==> src/core/mahp_defs.svh <==
// timing constants, widths and strap encodings for the multiplexed host port
`ifndef MAHP_DEFS_SVH
`define MAHP_DEFS_SVH
`define MAHP_CLK_PERIOD_NS 10
`define MAHP_ADDR_W 16
`define MAHP_DATA_W 32
`define MAHP_BUS_W 16
`define MAHP_BYTE_W 8
`define MAHP_LANES_16 2'h2
`define MAHP_LANES_8 2'h3
`define MAHP_ALL_BYTES 4'hF
`define MAHP_NO_BYTES 4'h0
`define MAHP_ONE_BYTE 4'h1
`define MAHP_TWO_BYTES 4'h3
`define MAHP_LANES_NONE 16'h0000
`define MAHP_LANES_BYTE 16'h00FF
`define MAHP_LANES_WORD 16'hFFFF
`endif

==> src/core/mahp_pkg.sv <==
// types shared by the multiplexed host port files
package mahp_pkg;
	typedef enum logic [2:0] {
		MAHP_IDLE = 3'b001,
		MAHP_READ = 3'b010,
		MAHP_WRITE = 3'b100
	} mahp_state_type;
endpackage

==> src/core/mahp_strobe_decode.sv <==
// strap-controlled polarity and style decode of the host control pins
`timescale 1ns/1ns
`default_nettype none
module mahp_strobe_decode (
	input wire logic lowAddrLatchStrobe,
	input wire logic highAddrLatchStrobe,
	input wire logic chipSelect,
	input wire logic readLine,
	input wire logic writeLine,
	input wire logic strobeStyleSelectStrap,
	input wire logic latchStrobePolarityStrap,
	input wire logic selectPolarityStrap,
	input wire logic readLinePolarityStrap,
	input wire logic writeLinePolarityStrap,
	output logic lowLatch,
	output logic highLatch,
	output logic readActive,
	output logic writeActive
);
	logic selActive;
	logic rdLvl;
	logic wrLvl;
	// a strap value of one means the line is active high
	always_comb begin
		selActive = chipSelect ~^ selectPolarityStrap;
		rdLvl = readLine ~^ readLinePolarityStrap;
		wrLvl = writeLine ~^ writeLinePolarityStrap;
		lowLatch = lowAddrLatchStrobe ~^ latchStrobePolarityStrap;
		highLatch = highAddrLatchStrobe ~^ latchStrobePolarityStrap;
		if (strobeStyleSelectStrap) begin
			// direction line plus transfer enable strobe; readLine carries direction
			readActive = selActive && wrLvl && rdLvl;
			writeActive = selActive && wrLvl && !rdLvl;
		end else begin
			readActive = selActive && rdLvl && !wrLvl;
			writeActive = selActive && wrLvl && !rdLvl;
		end
	end
endmodule
`default_nettype wire

==> src/core/mahp_host_port.sv <==
// multiplexed address/data host port: latching, lane steering, dword assembly
`timescale 1ns/1ns
`default_nettype none
`include "mahp_defs.svh"
// Summary of operation
// - dual-phase mode latches low then high address byte from bits 7:0 per strobe.
// - dual-phase 16-bit address phases ignore bus bits 15:8.
// - 16-bit mode moves data on all sixteen lines, driven on reads.
// - 8-bit mode moves data only on bits 7:0, never touching 15:8.
// - single-phase mode captures both address bytes at once from all lines.
// - single-phase 8-bit mode leaves bits 15:8 undriven during data phase.
// - dual-phase mode: skipped high strobe keeps the previously latched high address byte.
// - repeated reads and writes to one latched halfword are allowed.
// - repeated reads and writes to one latched byte are allowed.
// - strobes in any order or skipped; last latched bytes are kept.
// - strobe, select and read/write polarity and style are strap selected.
module mahp_host_port
	import mahp_pkg::*;
#(
	parameter int ADDR_W = `MAHP_ADDR_W,
	parameter int DATA_W = `MAHP_DATA_W
) (
	input wire logic sys_clk,
	input wire logic reset,
	input wire logic lowAddrLatchStrobe,
	input wire logic highAddrLatchStrobe,
	input wire logic chipSelect,
	input wire logic readLine,
	input wire logic writeLine,
	input wire logic [15:0] busIn,
	output logic [15:0] busOut,
	output logic [15:0] busOutEnable,
	input wire logic strobeStyleSelectStrap,
	input wire logic latchStrobePolarityStrap,
	input wire logic selectPolarityStrap,
	input wire logic readLinePolarityStrap,
	input wire logic writeLinePolarityStrap,
	input wire logic singlePhaseMode,
	input wire logic byteWideMode,
	output logic [ADDR_W-1:0] regAddr,
	output logic regWriteStrobe,
	output logic [DATA_W-1:0] regWriteData,
	input wire logic [DATA_W-1:0] regReadData,
	output logic regReadStrobe
);
	logic lowLatch;
	logic highLatch;
	logic readActive;
	logic writeActive;
	mahp_state_type state_reg, state_next;
	logic [7:0] addrLo_reg, addrLo_next;
	logic [7:0] addrHi_reg, addrHi_next;
	logic [DATA_W-1:0] hold_reg, hold_next;
	logic [3:0] written_reg, written_next;
	logic [DATA_W-1:0] snap_reg, snap_next;
	logic [3:0] readSeen_reg, readSeen_next;
	logic [15:0] outData_reg, outData_next;
	logic [15:0] outEn_reg, outEn_next;
	logic commit_reg, commit_next;
	logic rdStrobe_reg, rdStrobe_next;
	logic [3:0] partMask;
	logic [1:0] byteSel;
	logic [DATA_W-1:0] srcWord;
	logic [4:0] shiftAmt;

	mahp_strobe_decode u_decode (
		.lowAddrLatchStrobe(lowAddrLatchStrobe),
		.highAddrLatchStrobe(highAddrLatchStrobe),
		.chipSelect(chipSelect),
		.readLine(readLine),
		.writeLine(writeLine),
		.strobeStyleSelectStrap(strobeStyleSelectStrap),
		.latchStrobePolarityStrap(latchStrobePolarityStrap),
		.selectPolarityStrap(selectPolarityStrap),
		.readLinePolarityStrap(readLinePolarityStrap),
		.writeLinePolarityStrap(writeLinePolarityStrap),
		.lowLatch(lowLatch),
		.highLatch(highLatch),
		.readActive(readActive),
		.writeActive(writeActive)
	);

	// ----------------------------------------------------------------
	// lane selection within the dword
	// ----------------------------------------------------------------
	always_comb begin
		if (byteWideMode) begin
			byteSel = addrLo_reg[1:0];
			partMask = 4'(`MAHP_ONE_BYTE << byteSel);
		end else begin
			byteSel = {addrLo_reg[1], 1'b0};
			partMask = 4'(`MAHP_TWO_BYTES << byteSel);
		end
		shiftAmt = {byteSel, 3'h0};
	end

	// ----------------------------------------------------------------
	// address latching, data transfer and dword assembly
	// ----------------------------------------------------------------
	always_comb begin
		state_next = state_reg;
		addrLo_next = addrLo_reg;
		addrHi_next = addrHi_reg;
		hold_next = hold_reg;
		written_next = written_reg;
		snap_next = snap_reg;
		readSeen_next = readSeen_reg;
		outData_next = outData_reg;
		outEn_next = `MAHP_LANES_NONE;
		commit_next = 1'b0;
		rdStrobe_next = 1'b0;
		srcWord = snap_reg;
		// strobes not given leave the old byte in place
		if (lowLatch) begin
			addrLo_next = busIn[7:0];
			if (singlePhaseMode) begin
				addrHi_next = busIn[15:8];
			end
		end
		if (highLatch && !singlePhaseMode) begin
			addrHi_next = busIn[7:0];
		end
		case (state_reg)
			MAHP_IDLE: begin
				if (readActive) begin
					state_next = MAHP_READ;
					// a part already read, or no part read yet, starts a new dword: take a fresh snapshot
					if ((readSeen_reg & partMask) != `MAHP_NO_BYTES || readSeen_reg == `MAHP_NO_BYTES) begin
						srcWord = regReadData;
						snap_next = regReadData;
						readSeen_next = partMask;
						rdStrobe_next = 1'b1;
					end else begin
						readSeen_next = readSeen_reg | partMask;
					end
					if (readSeen_next == `MAHP_ALL_BYTES) begin
						readSeen_next = `MAHP_NO_BYTES;
					end
					outData_next = 16'(srcWord >> shiftAmt);
					if (byteWideMode) begin
						outEn_next = `MAHP_LANES_BYTE;
					end else begin
						outEn_next = `MAHP_LANES_WORD;
					end
				end else if (writeActive) begin
					state_next = MAHP_WRITE;
				end
			end
			MAHP_READ: begin
				// hold the lanes for the whole read strobe
				outEn_next = outEn_reg;
				if (!readActive) begin
					state_next = MAHP_IDLE;
					outEn_next = `MAHP_LANES_NONE;
				end
			end
			MAHP_WRITE: begin
				// data is sampled at the trailing edge of the write strobe
				if (!writeActive) begin
					state_next = MAHP_IDLE;
					if (byteWideMode) begin
						hold_next[shiftAmt +: `MAHP_BYTE_W] = busIn[7:0];
					end else begin
						hold_next[shiftAmt +: `MAHP_BUS_W] = busIn;
					end
					written_next = written_reg | partMask;
					if (written_next == `MAHP_ALL_BYTES) begin
						commit_next = 1'b1;
						written_next = `MAHP_NO_BYTES;
					end
				end
			end
			default: begin
				state_next = MAHP_IDLE;
			end
		endcase
	end

	always_ff @(posedge sys_clk or posedge reset) begin
		if (reset) begin
			state_reg <= MAHP_IDLE;
			addrLo_reg <= 8'h00;
			addrHi_reg <= 8'h00;
			hold_reg <= '0;
			written_reg <= `MAHP_NO_BYTES;
			snap_reg <= '0;
			readSeen_reg <= `MAHP_NO_BYTES;
			outData_reg <= 16'h0000;
			outEn_reg <= `MAHP_LANES_NONE;
			commit_reg <= 1'b0;
			rdStrobe_reg <= 1'b0;
		end else begin
			state_reg <= state_next;
			addrLo_reg <= addrLo_next;
			addrHi_reg <= addrHi_next;
			hold_reg <= hold_next;
			written_reg <= written_next;
			snap_reg <= snap_next;
			readSeen_reg <= readSeen_next;
			outData_reg <= outData_next;
			outEn_reg <= outEn_next;
			commit_reg <= commit_next;
			rdStrobe_reg <= rdStrobe_next;
		end
	end

	// ----------------------------------------------------------------
	// outputs
	// ----------------------------------------------------------------
	assign busOut = outData_reg;
	assign busOutEnable = outEn_reg;
	assign regAddr = ADDR_W'({addrHi_reg, addrLo_reg[7:2], 2'b00});
	assign regWriteStrobe = commit_reg;
	assign regWriteData = hold_reg;
	assign regReadStrobe = rdStrobe_reg;
endmodule
`default_nettype wire

==> config.mk <==
export PLATFORM = sky130hd
export DESIGN_NAME = mahp_host_port
export DESIGN_NICKNAME = d
export VERILOG_FILES = /design/src/core/mahp_pkg.sv /design/src/core/mahp_strobe_decode.sv /design/src/core/mahp_host_port.sv
export VERILOG_INCLUDE_DIRS = /design/src /design/src/core
export SDC_FILE = /design/constraint.sdc
export NUM_CORES = 1
export LEC_CHECK = 0
export BUFFER_PORTS_ARGS = -buffer_cell sky130_fd_sc_hd__buf_2
export CAP_MARGIN = 10
export CELL_PAD_IN_SITES_DETAIL_PLACEMENT = 0
export CELL_PAD_IN_SITES_GLOBAL_PLACEMENT = 1
export CORE_ASPECT_RATIO = 1.2
export CORE_MARGIN = 3
export CORE_UTILIZATION = 41
export DETAILED_ROUTE_END_ITERATION = 7
export PLACE_DENSITY_LB_ADDON = 0.3
export SLEW_MARGIN = 15
export SYNTH_ARGS = -nofsm -noshare
export SYNTH_HDL_FRONTEND = slang
export SYNTH_SLANG_ARGS = --single-unit
==> constraint.sdc <==
create_clock -name sys_clk -period 4.36 [get_ports sys_clk]
set_input_delay 0.654 -clock sys_clk [delete_from_list [all_inputs] [get_ports sys_clk]]
set_output_delay 0.654 -clock sys_clk [all_outputs]
set_load 0.05 [all_outputs]
==> out/results.env <==
SYNTH_WARNINGS=0
SETUP.WORST_PATH.END_CLASS='flop'
RUN_STATUS='finished, final reports clean'
FINAL_NETS=745
MAX_SLEW_VIOLATION_COUNT=0
POWER_DENSITY_nW_PER_UM2=638
MAXIMUM_FANOUT_ALONG_THE_WORST_PATH=18
CTS_SETUP_BUFFERS=0
MAXCAPVIOLATIONS=0
NUMBER_OF_GLOBAL_ROUTE_VIAS_BEFORE_REPAIR=4764
REQUIRED_NS=4.56
FINALCLOCKSKEW_NS=0.00759
VIAS_PER_CELL=5.52
TIMING.SLEW.HEADROOM_PCT=24.1
PLACEMENT.IO_BUFFERS=141
WORSTSETUPSTARTPOINT='addrLo_reg[1]$_DFFE_PP0P_'
ROUTED_VIAS=4712
CTS.REPAIR.RESIZED=0
SYNTH_SEQ_AREA_SHARE_PCT=47.0
POSTSYNTHREGISTERBITS=111
TRITONCTS.NUM_BUFFERS=9
DIE-AREA_UM2=15900
SYNTH-EDFF-COUNT=0
MAXCLOCKFREQUENCY_MHz=339
UTILIZATION_PCT=49.6
HPWL_UM=11300
POWER.IR.VDD_WORST_V=0.000451
TIMING.FINAL.CRIT_PERIOD_NS=2.95
AVGROUTEDWIREPERCELL_UM=18.0
SYNTH_TOP_CELLS_BY_AREA='sky130_fd_sc_hd__dfrtp_1 (47%), sky130_fd_sc_hd__mux2_2 (14%), sky130_fd_sc_hd__mux2i_1 (4.7%)'
YS_DOMINANT_REG_CELL='sky130_fd_sc_hd__dfrtp_1'
CTS_TREE='built'
GRT_MAX_DEGREE=48
DRC=0
NETLIST_INSTANCES=562
SYNTHDOMINANTAREACELLTYPE='sky130_fd_sc_hd__dfrtp_1'
SETUP-VIOLATIONS-FINAL=0
SKEW_PAIR_LATE_INSERTION_DELAY_NS=0.35
GPL.FINAL_WEIGHTED_CONGESTION=0.822
GROUTE.USAGE.OVERALL_PCT=19.4
HOLD_VIOLATIONS=0
CP-START-KIND='flop'
SYNTHTOLAYOUTAREAGROWTH_PCT=17.0
SYNTH.MOST_COMMON_CELL='sky130_fd_sc_hd__dfrtp_1'
START_UTIL_PCT=42.4
WORST_SLEW_PIN_SLEW_NS=1.13
CORE.ROWCOUNT=47
POST_SYNTH_TOP_AREA_SHARE_PCT=46.5
CTS_MAX_PATH_BUFFERS=2
LEAK_PWR_nW=3.33
CTS-ROOT-BUF='sky130_fd_sc_hd__clkbuf_16'
YOSYS-TOP-CELLS-COUNT='sky130_fd_sc_hd__dfrtp_1 (110), sky130_fd_sc_hd__mux2_2 (74), sky130_fd_sc_hd__nand2_1 (58)'
CLOCK_SINKS=111
PERIOD_SHARE_PCT=67.7
CTS_HOLD_BUFFERS=0
RSZ0062_AT_GRT='no'
DRT-PASS1-ITER-COUNT=4
GLOBAL_ROUTE_WIRE_LENGTH_BEFORE_REPAIR_UM=24100
PLACEABLECOREAREA_UM2=13900
ANT_NETS=0
SETUP-TNS-FINAL_NS=0
TIMING.RR.START='addrLo_reg[1]$_DFFE_PP0P_'
CRITICAL_PATH_ARRIVAL_NS=3.15
WORSTSETUPPATHTYPE='flop to flop'
HORIZONTAL_DIE_DIMENSION_UM=116
CLOCK_TREE.HTREE_LEVEL_COUNT=3
DRIVE_ABOVE_1_SHARE_PCT=37.2
ROUTE.FINAL.WIRE_LENGTH_UM=15400
DIE-HEIGHT_UM=138
FF2FF_PATH_DEPTH=8
HOLD_CLASS='input pin to async pin'
DRT-INITIAL-DRC-COUNT=293
SYNTH.AVG_CELL_AREA_UM2=10.5
GRT_ANTENNA_BEFORE_REPAIR=0
YOSYSUNIQUECELLTYPES=54
BOUNDARYPINS=144
SYNTH-ASYNC-RESET-RATIO_PCT=100
GR-TOTAL-OVERFLOW=0
SYNTH.CELL_AREA_UM2=5910
CTS.CLK_SLEW.WORST_PATHS_NS=0.07
INSERTEDDIODECOUNT=0
power by group:
group          switching [mW]  leakage, nW  internal (mW)
Sequential              0.248         1.38           1.38
Clock                   0.378        0.121          0.385
Combinational            1.29         1.84          0.731
Total                    1.92         3.33           2.50
cells by family (layout without fill, tap and decap cells):
group / Yosys count / after routing / share of synthesized area, %
fa+ha+maj: 5 / 5 / 1.06
mux: 108 / 108 / 20.4
other cells: 1 / 2 / 0.0634
flops: 111 / 111 / 47.0
compound gates: 142 / 142 / 15.9
simple gates: 130 / 130 / 9.27
buf+inv: 59 / 178 / 5.46
xor+xnor: 6 / 6 / 0.889
worst max-delay path, stage by stage (launching register included):
cell                       delay, ns
sky130_fd_sc_hd__dfrtp_1        0.39
sky130_fd_sc_hd__buf_4          0.22
sky130_fd_sc_hd__nand2b_1       0.16
sky130_fd_sc_hd__a32o_1         0.32
sky130_fd_sc_hd__o221ai_4       0.59
sky130_fd_sc_hd__buf_4          0.32
sky130_fd_sc_hd__mux2_2         0.36
sky130_fd_sc_hd__a222oi_1       0.32
sky130_fd_sc_hd__o21ai_0        0.11
final timing paths:
check | to | slack [ns]
setup / recovery | busOut[12]$_DFFE_PP0P_ | 1.41
setup reg to reg | busOut[12]$_DFFE_PP0P_ | 1.41
min in group sys_clk | regWriteData[21]$_DFFE_PP0P_ | 0.48
hold reg to reg | regWriteData[21]$_DFFE_PP0P_ | 0.48
max in group asynchronous | regWriteData[23]$_DFFE_PP0P_ | 3.01
hold / removal | snap_reg[16]$_DFFE_PP0P_ | 0.35
routing by layer:
| metal | track usage [%] | up-vias | routed length, um |
|---|---|---|---|
| met4 | 5.80 | 0 | 153 |
| met1 | 23.2 | 2323 | 6450 |
| li1 | - | 2255 | - |
| met3 | 4.44 | 10 | 780 |
| met2 | 34.7 | 124 | 8010 |
| met5 | 0 | - | 0 |
cells in the final DEF (no fill, tap or decap), drive strengths merged, types with 3 or more instances in the layout:
cell type,n
a21oi,37
a221oi,7
a222oi,8
a22oi,15
a31oi,3
buf,154
clkbuf,10
clkinv,3
clkinvlp,3
dfrtp,110
ha,5
inv,8
mux2,78
mux2i,28
nand2,58
nand2b,3
nor2,48
nor2b,4
nor3,7
o21ai,37
o221ai,3
o22ai,7
o31ai,7
or3,3
xnor2,4
stage by stage:
step / hold slack [ns] / power (mW) / cell area [um^2] / setup slack [ns] / instances
floorplan: 0.456 / 3.21 / 5920 / 0.777 / 563
global placement: 0.459 / 3.63 / 6650 / 1.18 / 838
detailed placement: 0.466 / 3.68 / 6650 / 1.09 / 838
CTS: 0.357 / 4.45 / 6920 / 1.41 / 853
global route: 0.376 / 4.67 / 6920 / 1.21 / 853
finish: 0.349 / 4.42 / 6920 / 1.41 / 853
final cells by class:
type | count | area (um^2)
fillers | 1351 | 7020
clock buffers | 10 | 229
flip-flops and latches | 111 | 2780
repair buffers | 154 | 803
well taps | 171 | 214
multi-input cells | 393 | 2820
inverters | 9 | 36.3
clock inverters | 5 | 36.3
Note: power is estimated with default switching activity, not from simulation.
